File: src/vits_pkg.sv
// Package for the vectored interrupt logic and its time-base tick source.
package vits_pkg;

  // Register offsets on the plain register port.
  localparam logic [7:0] TB_CSR_ADDR     = 8'h29;
  localparam logic [7:0] CG_CTRL_ADDR    = 8'h2C;
  localparam logic [7:0] EXT_SENSE_ADDR  = 8'h2D;

  // Field positions.
  localparam int TB_SEL_LSB  = 2;
  localparam int TB_IE_BIT   = 1;
  localparam int TB_FLAG_BIT = 0;
  localparam int CG_IE_BIT   = 2;
  localparam int CG_DET_BIT  = 1;
  localparam int CC_MASK_BIT = 3;

  // Reset values.
  localparam logic [7:0] TB_CSR_RESET    = 8'h01;
  localparam logic [7:0] CG_CTRL_RESET   = 8'h00;
  localparam logic [7:0] EXT_SENSE_RESET = 8'h00;

  // Oscillator cycles per tick for each period select value.
  localparam int TB_PERIOD_0 = 32000;
  localparam int TB_PERIOD_1 = 64000;
  localparam int TB_PERIOD_2 = 160000;
  localparam int TB_PERIOD_3 = 400000;
  localparam int TB_CNT_W    = 19;

  // Source numbering and vectors.
  localparam int NUM_SRC     = 14;
  localparam int NUM_EXT     = 4;
  localparam int NUM_PERIPH  = 5;
  localparam int SRC_CLOCK   = 1;
  localparam int SRC_EXT0    = 2;
  localparam int SRC_PERIPH0 = 7;
  localparam int STACK_BYTES = 5;
  localparam logic [15:0] VEC_RESET = 16'hFFFE;
  localparam logic [15:0] VEC_TRAP  = 16'hFFFC;
  localparam logic [15:0] VEC_SRC0  = 16'hFFFA;

  typedef enum logic [1:0] {
    SENSE_LOW  = 2'h0,
    SENSE_RISE = 2'h1,
    SENSE_FALL = 2'h2,
    SENSE_BOTH = 2'h3
  } vits_sense_type;

  typedef enum logic [2:0] {
    ST_IDLE    = 3'h0,
    ST_PUSH    = 3'h1,
    ST_VECT    = 3'h3,
    ST_POP     = 3'h2,
    ST_RESTORE = 3'h6
  } vits_state_type;

  typedef enum logic [1:0] {
    PM_RUN         = 2'h0,
    PM_WAIT        = 2'h1,
    PM_ACTIVE_HALT = 2'h3,
    PM_HALT        = 2'h2
  } vits_power_type;

  typedef struct packed {
    logic [15:0] pc;
    logic [7:0]  x;
    logic [7:0]  a;
    logic [7:0]  cc;
  } vits_cpu_regs_type;

endpackage

File: src/vits_irq_ctrl.sv
// Vectored interrupt controller with the main-clock time-base tick source.
`timescale 1ns/1ps

module vits_irq_ctrl #(
  parameter int TB_PERIOD_0 = vits_pkg::TB_PERIOD_0,
  parameter int TB_PERIOD_1 = vits_pkg::TB_PERIOD_1,
  parameter int TB_PERIOD_2 = vits_pkg::TB_PERIOD_2,
  parameter int TB_PERIOD_3 = vits_pkg::TB_PERIOD_3
) (
  // Clock and reset.
  input  wire logic                        ref_clk,
  input  wire logic                        rst_n,
  // Register port.
  input  wire logic [7:0]                  regAddr,
  input  wire logic [7:0]                  regWrData,
  input  wire logic                        regWrStrobe,
  input  wire logic                        regRdStrobe,
  output logic      [7:0]                  regRdData,
  // Core events.
  input  wire logic                        instrEnd,
  input  wire logic                        trapExec,
  input  wire logic                        iretExec,
  input  wire logic                        haltExec,
  input  wire logic                        waitExec,
  input  wire logic                        maskSet,
  input  wire logic                        maskClr,
  input  wire vits_pkg::vits_cpu_regs_type cpuRegs,
  // Stack and vector answers to the core.
  output logic                             stackPushValid,
  output logic      [7:0]                  stackPushData,
  output logic                             stackPopReq,
  input  wire logic [7:0]                  stackPopData,
  output logic                             vectorValid,
  output logic      [15:0]                 vectorAddr,
  output logic                             restoreValid,
  output vits_pkg::vits_cpu_regs_type      restoreRegs,
  output logic                             globalMask,
  // External interrupt pins and their per-pin enables.
  input  wire logic [3:0]                  portAPins,
  input  wire logic [2:0]                  portFPins,
  input  wire logic [7:0]                  portBPins,
  input  wire logic [3:0]                  portAIrqEn,
  input  wire logic [2:0]                  portFIrqEn,
  input  wire logic [7:0]                  portBIrqEn,
  // Clock guard and peripheral sources.
  input  wire logic                        clockGuardDetect,
  input  wire logic [4:0]                  periphSet,
  input  wire logic [4:0]                  periphEnable,
  input  wire logic [4:0]                  periphWrZero,
  input  wire logic [4:0]                  periphStatusAccess,
  input  wire logic [4:0]                  periphAssocAccess,
  output logic      [4:0]                  periphPending,
  // Power state.
  output vits_pkg::vits_power_type         powerMode,
  output logic                             oscEnable,
  output logic                             periphClkEnable
);
  import vits_pkg::*;

  logic [7:0]          rdData_ff;
  logic [1:0]          tbSel_ff;
  logic                tbIe_ff;
  logic                tbFlag_ff;
  logic [TB_CNT_W-1:0] tbCount_ff;
  logic                cgIe_ff;
  logic [7:0]          extSense_ff;
  logic [NUM_EXT-1:0]  extPrev_ff;
  logic [NUM_EXT-1:0]  extEdge_ff;
  logic [NUM_EXT-1:0]  extLine;
  logic [NUM_EXT-1:0]  extAnyEn;
  logic [NUM_EXT-1:0]  extReq;
  logic [4:0]          periphLatch_ff;
  logic [4:0]          periphArmed_ff;
  logic [NUM_SRC-1:0]  srcReq;
  logic                anyReq;
  logic [3:0]          bestSrc;
  logic                iMask_ff;
  vits_state_type      state_ff;
  logic [2:0]          step_ff;
  logic                isTrap_ff;
  logic [3:0]          srcSel_ff;
  logic                resetVec_ff;
  logic                popDly_ff;
  vits_cpu_regs_type   saved_ff;
  vits_cpu_regs_type   popRegs_ff;
  logic                pushValid_ff;
  logic [7:0]          pushData_ff;
  logic                popReq_ff;
  logic                vecValid_ff;
  logic [15:0]         vecAddr_ff;
  logic                restValid_ff;
  vits_power_type      power_ff;
  logic                oscEn_ff;
  logic                perClkEn_ff;
  logic                tbEnd;
  logic                rdCsr;
  logic                wrCsr;
  logic                enterSvc;

  function automatic logic [TB_CNT_W-1:0] periodLast(input logic [1:0] sel);
    logic [TB_CNT_W-1:0] r;
    r = '0;
    case (sel)
      2'h0: r = TB_CNT_W'(TB_PERIOD_0 - 1);
      2'h1: r = TB_CNT_W'(TB_PERIOD_1 - 1);
      2'h2: r = TB_CNT_W'(TB_PERIOD_2 - 1);
      default: r = TB_CNT_W'(TB_PERIOD_3 - 1);
    endcase
    return r;
  endfunction

  assign rdCsr    = regRdStrobe && (regAddr == TB_CSR_ADDR);
  assign wrCsr    = regWrStrobe && (regAddr == TB_CSR_ADDR);
  assign tbEnd    = (tbCount_ff == '0) && (power_ff != PM_HALT);
  assign enterSvc = (state_ff == ST_VECT);

  // Register reads; a read of the control/status register also clears the tick flag.
  always_ff @(posedge ref_clk or negedge rst_n) begin
    if (!rst_n) begin
      rdData_ff <= 8'h00;
    end else if (regRdStrobe) begin
      if (regAddr == TB_CSR_ADDR) begin
        rdData_ff <= {4'h0, tbSel_ff, tbIe_ff, tbFlag_ff};
      end else if (regAddr == CG_CTRL_ADDR) begin
        rdData_ff <= {5'h00, cgIe_ff, clockGuardDetect, 1'b0};
      end else if (regAddr == EXT_SENSE_ADDR) begin
        rdData_ff <= extSense_ff;
      end else begin
        rdData_ff <= 8'h00;
      end
    end else begin
      rdData_ff <= 8'h00;
    end
  end

  // Control fields written by software.
  always_ff @(posedge ref_clk or negedge rst_n) begin
    if (!rst_n) begin
      tbSel_ff    <= TB_CSR_RESET[TB_SEL_LSB+1:TB_SEL_LSB];
      tbIe_ff     <= TB_CSR_RESET[TB_IE_BIT];
      cgIe_ff     <= CG_CTRL_RESET[CG_IE_BIT];
      extSense_ff <= EXT_SENSE_RESET;
    end else if (regWrStrobe) begin
      if (regAddr == TB_CSR_ADDR) begin
        tbSel_ff <= regWrData[TB_SEL_LSB+1:TB_SEL_LSB];
        tbIe_ff  <= regWrData[TB_IE_BIT];
      end else if (regAddr == CG_CTRL_ADDR) begin
        cgIe_ff <= regWrData[CG_IE_BIT];
      end else if (regAddr == EXT_SENSE_ADDR) begin
        extSense_ff <= regWrData;
      end
    end
  end

  // Time-base counter; runs in every mode except full halt, where the oscillator stops.
  always_ff @(posedge ref_clk or negedge rst_n) begin
    if (!rst_n) begin
      tbCount_ff <= TB_CNT_W'(TB_PERIOD_0 - 1);
    end else if (tbEnd) begin
      // The select is sampled only here, so a rewrite never cuts the running period short.
      tbCount_ff <= periodLast(tbSel_ff);
    end else if (power_ff != PM_HALT) begin
      tbCount_ff <= tbCount_ff - 1'b1;
    end
  end

  // Tick flag; the period end wins over a clearing read in the same cycle.
  always_ff @(posedge ref_clk or negedge rst_n) begin
    if (!rst_n) begin
      tbFlag_ff <= TB_CSR_RESET[TB_FLAG_BIT];
    end else if (tbEnd) begin
      tbFlag_ff <= 1'b1;
    end else if (rdCsr) begin
      tbFlag_ff <= 1'b0;
    end
  end

  // External lines: enabled pins of a group are ANDed before detection.
  always_comb begin
    extLine[0]  = &(portAPins | ~portAIrqEn);
    extLine[1]  = &(portFPins | ~portFIrqEn);
    extLine[2]  = &(portBPins[3:0] | ~portBIrqEn[3:0]);
    extLine[3]  = &(portBPins[7:4] | ~portBIrqEn[7:4]);
    extAnyEn[0] = |portAIrqEn;
    extAnyEn[1] = |portFIrqEn;
    extAnyEn[2] = |portBIrqEn[3:0];
    extAnyEn[3] = |portBIrqEn[7:4];
  end

  genvar gi;
  generate
    for (gi = 0; gi < NUM_EXT; gi++) begin : g_ext
      vits_sense_type sense;
      logic           rise;
      logic           fall;
      logic           edgeHit;
      assign sense   = vits_sense_type'(extSense_ff[2*gi+1:2*gi]);
      assign rise    = extLine[gi] && !extPrev_ff[gi];
      assign fall    = !extLine[gi] && extPrev_ff[gi];
      assign edgeHit = extAnyEn[gi] && (((sense == SENSE_RISE) && rise) ||
                       ((sense == SENSE_FALL) && fall) || ((sense == SENSE_BOTH) && (rise || fall)));
      assign extReq[gi] = (sense == SENSE_LOW) ? (extAnyEn[gi] && !extLine[gi]) : extEdge_ff[gi];

      always_ff @(posedge ref_clk or negedge rst_n) begin
        if (!rst_n) begin
          extPrev_ff[gi] <= 1'b1;
        end else begin
          extPrev_ff[gi] <= extLine[gi];
        end
      end

      // Edge latch; a new edge wins over the clear on handler entry.
      always_ff @(posedge ref_clk or negedge rst_n) begin
        if (!rst_n) begin
          extEdge_ff[gi] <= 1'b0;
        end else if (edgeHit) begin
          extEdge_ff[gi] <= 1'b1;
        end else if (enterSvc && !isTrap_ff && (srcSel_ff == 4'(SRC_EXT0 + gi))) begin
          extEdge_ff[gi] <= 1'b0;
        end
      end
    end

    for (gi = 0; gi < NUM_PERIPH; gi++) begin : g_per
      // Request latch of one peripheral source; a set wins over any clear.
      always_ff @(posedge ref_clk or negedge rst_n) begin
        if (!rst_n) begin
          periphLatch_ff[gi] <= 1'b0;
          periphArmed_ff[gi] <= 1'b0;
        end else if (periphSet[gi]) begin
          periphLatch_ff[gi] <= 1'b1;
        end else if (periphWrZero[gi]) begin
          periphLatch_ff[gi] <= 1'b0;
          periphArmed_ff[gi] <= 1'b0;
        end else if (periphArmed_ff[gi] && periphAssocAccess[gi]) begin
          periphLatch_ff[gi] <= 1'b0;
          periphArmed_ff[gi] <= 1'b0;
        end else if (periphStatusAccess[gi] && periphLatch_ff[gi]) begin
          periphArmed_ff[gi] <= 1'b1;
        end
      end
    end
  endgenerate

  // Request vector and fixed-priority choice of the lowest pending source.
  always_comb begin
    srcReq            = '0;
    srcReq[SRC_CLOCK] = (tbFlag_ff && tbIe_ff) || (clockGuardDetect && cgIe_ff);
    srcReq[SRC_EXT0 +: NUM_EXT] = extReq;
    srcReq[SRC_PERIPH0 +: NUM_PERIPH] = periphLatch_ff & periphEnable;
    anyReq  = |srcReq;
    bestSrc = 4'h0;
    for (int i = NUM_SRC - 1; i >= 0; i--) begin
      if (srcReq[i]) begin
        bestSrc = 4'(i);
      end
    end
  end

  // Global mask bit.
  always_ff @(posedge ref_clk or negedge rst_n) begin
    if (!rst_n) begin
      iMask_ff <= 1'b1;
    end else if (enterSvc) begin
      iMask_ff <= 1'b1;
    end else if (state_ff == ST_RESTORE) begin
      iMask_ff <= 1'b0;
    end else if (instrEnd && (haltExec || waitExec) && (state_ff == ST_IDLE)) begin
      iMask_ff <= 1'b0;
    end else if (maskSet) begin
      iMask_ff <= 1'b1;
    end else if (maskClr) begin
      iMask_ff <= 1'b0;
    end
  end

  // Entry and return sequencer.
  always_ff @(posedge ref_clk or negedge rst_n) begin
    if (!rst_n) begin
      state_ff    <= ST_IDLE;
      step_ff     <= 3'h0;
      isTrap_ff   <= 1'b0;
      srcSel_ff   <= 4'h0;
      resetVec_ff <= 1'b1;
      saved_ff    <= '0;
    end else begin
      case (state_ff)
        ST_IDLE: begin
          step_ff <= 3'h0;
          if (resetVec_ff) begin
            resetVec_ff <= 1'b0;
          end else if (instrEnd && trapExec) begin
            state_ff  <= ST_PUSH;
            isTrap_ff <= 1'b1;
            saved_ff  <= cpuRegs;
          end else if (instrEnd && anyReq && !iMask_ff && (power_ff == PM_RUN)) begin
            state_ff  <= ST_PUSH;
            isTrap_ff <= 1'b0;
            srcSel_ff <= bestSrc;
            saved_ff  <= cpuRegs;
          end else if (instrEnd && iretExec) begin
            state_ff <= ST_POP;
          end
        end
        ST_PUSH: begin
          step_ff <= step_ff + 3'h1;
          if (step_ff == 3'(STACK_BYTES - 1)) begin
            state_ff <= ST_VECT;
          end
        end
        ST_VECT: begin
          state_ff <= ST_IDLE;
        end
        ST_POP: begin
          step_ff <= step_ff + 3'h1;
          if (step_ff == 3'(STACK_BYTES + 1)) begin
            state_ff <= ST_RESTORE;
          end
        end
        ST_RESTORE: begin
          state_ff <= ST_IDLE;
        end
        default: begin
          state_ff <= ST_IDLE;
        end
      endcase
    end
  end

  // Stack traffic: push PCL, PCH, X, A, CC; pops return CC, A, X, PCH, PCL.
  always_ff @(posedge ref_clk or negedge rst_n) begin
    if (!rst_n) begin
      pushValid_ff <= 1'b0;
      pushData_ff  <= 8'h00;
      popReq_ff    <= 1'b0;
      popDly_ff    <= 1'b0;
      popRegs_ff   <= '0;
    end else begin
      pushValid_ff <= (state_ff == ST_PUSH);
      case (step_ff)
        3'h0: pushData_ff <= saved_ff.pc[7:0];
        3'h1: pushData_ff <= saved_ff.pc[15:8];
        3'h2: pushData_ff <= saved_ff.x;
        3'h3: pushData_ff <= saved_ff.a;
        default: pushData_ff <= saved_ff.cc;
      endcase
      popReq_ff <= (state_ff == ST_POP) && (step_ff < 3'(STACK_BYTES));
      popDly_ff <= popReq_ff;
      if (popDly_ff) begin
        case (step_ff)
          3'h2: popRegs_ff.cc <= stackPopData & ~(8'h01 << CC_MASK_BIT);
          3'h3: popRegs_ff.a <= stackPopData;
          3'h4: popRegs_ff.x <= stackPopData;
          3'h5: popRegs_ff.pc[15:8] <= stackPopData;
          default: popRegs_ff.pc[7:0] <= stackPopData;
        endcase
      end
    end
  end

  // Vector and restore answers.
  always_ff @(posedge ref_clk or negedge rst_n) begin
    if (!rst_n) begin
      vecValid_ff  <= 1'b0;
      vecAddr_ff   <= 16'h0000;
      restValid_ff <= 1'b0;
    end else begin
      vecValid_ff  <= enterSvc || ((state_ff == ST_IDLE) && resetVec_ff);
      restValid_ff <= (state_ff == ST_RESTORE);
      if ((state_ff == ST_IDLE) && resetVec_ff) begin
        vecAddr_ff <= VEC_RESET;
      end else if (enterSvc && isTrap_ff) begin
        vecAddr_ff <= VEC_TRAP;
      end else if (enterSvc) begin
        vecAddr_ff <= VEC_SRC0 - {11'h000, srcSel_ff, 1'b0};
      end
    end
  end

  // Power modes and wake-up.
  always_ff @(posedge ref_clk or negedge rst_n) begin
    if (!rst_n) begin
      power_ff    <= PM_RUN;
      oscEn_ff    <= 1'b1;
      perClkEn_ff <= 1'b1;
    end else begin
      case (power_ff)
        PM_RUN: begin
          if (instrEnd && haltExec && (state_ff == ST_IDLE) && !resetVec_ff) begin
            power_ff    <= tbIe_ff ? PM_ACTIVE_HALT : PM_HALT;
            oscEn_ff    <= tbIe_ff;
            perClkEn_ff <= 1'b0;
          end else if (instrEnd && waitExec && (state_ff == ST_IDLE) && !resetVec_ff) begin
            power_ff <= PM_WAIT;
          end
        end
        PM_WAIT: begin
          if (anyReq) begin
            power_ff <= PM_RUN;
          end
        end
        default: begin
          if (srcReq[SRC_CLOCK] || (|extReq)) begin
            power_ff    <= PM_RUN;
            oscEn_ff    <= 1'b1;
            perClkEn_ff <= 1'b1;
          end
        end
      endcase
    end
  end

  assign regRdData       = rdData_ff;
  assign stackPushValid  = pushValid_ff;
  assign stackPushData   = pushData_ff;
  assign stackPopReq     = popReq_ff;
  assign vectorValid     = vecValid_ff;
  assign vectorAddr      = vecAddr_ff;
  assign restoreValid    = restValid_ff;
  assign restoreRegs     = popRegs_ff;
  assign globalMask      = iMask_ff;
  assign periphPending   = periphLatch_ff;
  assign powerMode       = power_ff;
  assign oscEnable       = oscEn_ff;
  assign periphClkEnable = perClkEn_ff;

endmodule // vits_irq_ctrl

File: config.mk
export PLATFORM = sky130hd
export DESIGN_NAME = vits_irq_ctrl
export DESIGN_NICKNAME = d
export VERILOG_FILES = /design/src/vits_pkg.sv /design/src/vits_irq_ctrl.sv
export SDC_FILE = /design/constraint.sdc
export NUM_CORES = 1
export LEC_CHECK = 0
export BUFFER_PORTS_ARGS = -buffer_cell sky130_fd_sc_hd__clkbuf_2
export CAP_MARGIN = 20
export CORE_ASPECT_RATIO = 1.2
export CORE_MARGIN = 3
export CORE_UTILIZATION = 55
export DETAILED_ROUTE_END_ITERATION = 6
export PLACE_DENSITY_LB_ADDON = 0.12
export SETUP_SLACK_MARGIN = 0.05
export SYNTH_ARGS = -nofsm -noshare
export SYNTH_HDL_FRONTEND = slang
export SYNTH_SLANG_ARGS = --single-unit
File: constraint.sdc
create_clock -name ref_clk -period 2.46 [get_ports ref_clk]
set_clock_uncertainty 0.15 [all_clocks]
set_input_delay 0.246 -clock ref_clk [delete_from_list [all_inputs] [get_ports ref_clk]]
set_output_delay 0.246 -clock ref_clk [all_outputs]
set_load 0.03 [all_outputs]
* Word level (Yosys, flattened, before mapping) *
Cells that the tools add are included.
Widths: inputs -> output; s select.

word-level totals
  register bits = 183
  bits in latches = 0
  RAM bits = 0
  memory bits (read-only) = 0
  bits of input ports = 131
  output and inout port bits = 86
  memories = 0

operators by class
  add/sub/neg operators = 3
  multipliers = 0
  div/mod/pow operators = 0
  order comparisons = 1
  equality and inequality tests = 40
  shift operators = 0
  multiplexer cells = 93
  bitwise logic cells = 20
  reduce and logical (&&, ||, !) cells = 151

operator list
  cell                   count
  $mux 40                2
  $logic_and 1x1->1      63
  $pmux 19 s3            1
  $mux 1                 55
  $mux 16                3
  $mux 4                 10
  $mux 19                2
  $reduce_bool 3->1      12
  $mux 8                 4
  $pmux 8 s4             1
  $eq 8x6->1 const B     3
  $reduce_and 4->1       6
  $reduce_and 2->1       11
  $reduce_or 4->1        5
  $logic_not 19->1       1
  $sub 19x1->19 const B  1
  $eq 2x2->1 const B     9
  $mux 3                 6
  $reduce_bool 2->1      9
  $logic_or 1x1->1       16
  $reduce_and 3->1       5
  $eq 2x1->1 const B     6
  $eq 3x2->1 const B     4
  $eq 3x3->1 const B     4
  other kinds (28)       69

* Logic depth before layout (Yosys ltp) *
  depth in word-level cells = 14
  depth in mapped cells = 8
  mapped depth without buffers = 8

* Least setup slack after synthesis *
No wires, ideal clock.

  path kind = register to register
  from = register periphLatch_ff[1], in the netlist periphPending[1]
  to = register saved_ff[30] in the netlist's numbering
  library setup time = 0.126 ns
  arrival = 2.050 ns
  path slack = 0.134 ns
  stages on the path, launching flop included = 7
  buffers on the path = 1
  period minus slack after synthesis = 2.326 ns
  path through = dfrtp_1 > a22o_1 > nand2b_1 > nor4_4 > clkbuf_1 > a31oi_1 > a311o_1

between the ends
  word-level cells in the longest chain between the ends = 7

ends and longest elaborated chain
  element                           RTL line              source
  start: declaration                vits_irq_ctrl.sv:72   logic [4:0] periphLatch_ff;
  start signal: indexed assignment  vits_irq_ctrl.sv:228  periphLatch_ff[gi] <= 1'b0;
  start signal: indexed assignment  vits_irq_ctrl.sv:231  periphLatch_ff[gi] <= 1'b1;
  start signal: indexed assignment  vits_irq_ctrl.sv:233  periphLatch_ff[gi] <= 1'b0;
  $and 5x5->5                       vits_irq_ctrl.sv:250  srcReq[SRC_PERIPH0 +: NUM_PERIPH] = periphLatch_ff & periphEnable;
  $reduce_or 10->1                  vits_irq_ctrl.sv:251  anyReq = |srcReq;
  $logic_and 1x1->1 (3 in a row)    vits_irq_ctrl.sv:296  end else if (instrEnd && anyReq && !iMask_ff && (power_ff == PM_RUN)) begin
  $reduce_bool 2->1 (no line)       -
  $reduce_and 3->1 (no line)        -
  end signal: assignment            vits_irq_ctrl.sv:295  saved_ff <= cpuRegs;
  end signal: assignment            vits_irq_ctrl.sv:300  saved_ff <= cpuRegs;
  end: declaration                  vits_irq_ctrl.sv:84   vits_cpu_regs_type saved_ff;

No other way between the ends.
A chain may end at the register's enable or synchronous reset.

* Worst setup path in the final report *
  from = register periphLatch_ff[2], in the netlist periphPending[2]
  to = register saved_ff[39] in the netlist's numbering

The elaborated chain is that of the path after synthesis.

==> out/results.txt <==
CTS buffer count -> 17
Multi-input gate area -> 0.00469 mm²
Sequential Area -> 0.00436 mm²
status -> finished clean
CP max-delay cell -> or4_4
antenna violations before repair -> 3
mean post-synth cell area -> 9.51 µm²
Post-Syn Instances -> 996
DIE WIDTH -> 126 µm
crit path to -> saved_ff[39]
DIE AREA -> 0.0188 mm²
worst r2r src -> periphPending[2]
Netlist Area Pre-Place -> 0.00947 mm²
commonest non-fill, non-tap cells in the layout -> 213 x clkbuf_2, 175 x nand3_1, 150 x dfrtp_1
Reg-to-Reg End -> saved_ff[39]
LEAKAGE -> 5.49 nW
post-synth top area cell -> dfrtp_1
flop2flop setup slack -> 0.08 ns
htree depth -> 4
GRT Total Usage -> 27.2%
maximum clock insertion buffer count -> 2
Detail Placement HPWL -> 17.2 mm
slew margin rel. -> 47.0%
max incr delay on CP -> 0.57 ns
Util after Layout -> 72.8%
Initial DRC Count -> 805
cell mode on critical path -> buf_6
Setup crit end kind -> register
period utilization -> 96.6%
Worst-path clk slew -> 0.07 ns
# IOs -> 217
Clock Latency Late Sink -> 0.43 ns
YS warnings -> 0
TNS Setup -> 0 ns
Initial Util -> 57.3%
Die Span Y -> 150 µm
peak supply drop -> 0.000676 V
drt drc -> 0
CTS Sinks -> 173
CP startpoint -> periphPending[2]
Core ar. -> 0.0165 mm²
max_cap viols -> 0
P&R area growth vs syn -> 27.0%
largest net degree at the start of global routing -> 82
setup repair after global routing missed its margin -> false
commonest non-fill, non-tap cell in the layout -> clkbuf_2
vias in the first global route -> 8550
Setup Viol. Count Final -> 0
# diodes -> 0
Synth Flop Type -> dfrtp_1
post-route minimum period -> 2.38 ns
WS Path Type -> register to register
Final Hold Viols -> 0
area share of the largest cell type after synthesis -> 39.9%
Detailed Routing Iterations Pass 1 -> 5
via count -> 8898
CTS tree -> done
number of buffers added on ports -> 214
top post-synthesis cells by area -> dfrtp_1 40%, nand3_1 9.2%, mux2_2 6.4%
row cnt -> 51
Via-to-Cell Ratio -> 6.09
fraction of layout cells with a size suffix above 1 -> 31.5%
highest clock rate -> 0.421 GHz
post-DR wirelength/cell -> 18.3 µm
Final ANT Viol Nets -> 0
Hold/Removal Path Class -> primary input to register
PwrDens -> 1110 mW/mm²
crit path DAT -> 2.59 ns
placed cell area -> 0.0108 mm²
register area share after synthesis -> 46.0%
global-route wire length before repair -> 42.1 mm
number of synthesized flops with an enable pin -> 0
Worst Path Required -> 2.68 ns
Unique masters post-synth -> 68
final wirelength -> 26.8 mm
final number of max-transition violations -> 0
Critical Path, Cell by Cell -> a22o_1 -> nand2b_1 -> or4_4 -> nor3_4 -> buf_6 -> buf_6 -> a311o_1
Worst Tran Pin Value -> 0.788 ns
Post-synth ARST share -> 100%
total grt overflow -> 0
critical path peak fanout -> 10
Filler cells -> 1244
Final nets -> 1383
routability cong. -> 0.866
flops & latches, synth -> 173
Reg2Reg Depth -> 7
root buffer cell -> clkbuf_16
Startpoint Class -> register
fin area -> 0.0120 mm²
sequential cells by signal, indices dropped and copies added (netlist names), 5 cells and up:
signal and cells:
extSense_ff 8, periphArmed_ff 5, periphPending 5, regRdData 8
restoreRegs 39, saved_ff 40, stackPushData 8, tbCount_ff 19
vectorAddr 6
Yosys cell counts, types with 15 or more instances:
| library cell | instances |
|---|---|
| ha_1 | 15 |
| a311o_1 | 40 |
| mux2_2 | 54 |
| nand3_1 | 175 |
| inv_1 | 31 |
| a21oi_1 | 34 |
| buf_4 | 17 |
| clkbuf_1 | 53 |
| dfrtp_1 | 151 |
| nand2_1 | 85 |
| a31oi_1 | 42 |
| nand2b_1 | 17 |
| dfstp_2 | 22 |
| o21ai_0 | 25 |
| nor2_1 | 56 |
worst min-delay path by stage:
stage          slack, ns          start  cells after the start              end
2_1_floorplan      -0.20          rst_n                      0          cgIe_ff
3_5_place_dp      0.0007          rst_n                      1  restoreRegs[24]
6_report            0.02  portBIrqEn[4]                      4    extPrev_ff[3]
4_1_cts            0.004  portBIrqEn[4]                      4    extPrev_ff[3]
3_3_place_gp      -0.003          rst_n                      1  restoreRegs[20]
5_1_grt             0.02        maskClr                      3       globalMask
power by group:
part           internal [mW]  leakage [nW]  switching [mW]
sequential              3.89          2.03           0.812
clock                   1.54         0.299            1.24
combinational           2.23          3.17            3.62
total                   7.67          5.49            5.67
per-stage QoR:
step	hold slack (ns)	power, mW	setup WS [ns]	cells
global route	0.0250	14.2	0.0230	1462
floorplan	-0.200	8.79	0.134	997
global placement	-0.00332	10.3	0.195	1377
finish	0.0197	13.3	0.0838	1462
CTS	0.00359	13.3	0.0853	1455
detailed placement	0.000663	10.5	0.168	1377
final cells by class:
class                      count  area share (%)
inverter                      31           0.967
sequential                   173            36.2
clock buffer                  18            3.57
timing repair buffer         300            16.6
multi-input combinational    714            39.0
tap                          212            2.20
clock inverter                14            1.45
worst max-delay path: cells and delay by family (launching register included):
family,cells,cell delay [ns]
AOI/OAI and AO/OA,2,0.39
DFF,1,0.42
buffers and inverters,2,0.34
and+or+nand+nor,3,1.00
cells by family after synthesis:
| logic type | count (synthesis) | synth area share [%] |
|---|---|---|
| XOR/XNOR | 8 | 0.740 |
| buffers and inverters | 110 | 5.20 |
| multiplexers | 64 | 7.47 |
| AO/OA/AOI/OAI | 201 | 15.8 |
| adder cells (fa/ha/maj) | 15 | 1.98 |
| other | 1 | 0.0396 |
| flip-flops | 173 | 46.0 |
| AND/OR/NAND/NOR | 424 | 22.8 |
per-layer routing:
layer | GRT usage, % | share of wire (%) | vias to the layer above
li1 | - | - | 4174
met1 | 34.8 | 40 | 4307
met2 | 46.7 | 51 | 374
met3 | 5.89 | 7.3 | 39
met4 | 8.42 | 1.8 | 4
met5 | 0 | 0.10 | -
repair_timing:
action	4_1_cts	5_1_grt
endpoints found under the hold margin	224	0
hold buffers	46	0
setup endpoints to repair	0	48
resized for setup	0	11
buffers inserted	0	3
(Power assumes the default switching activity.)
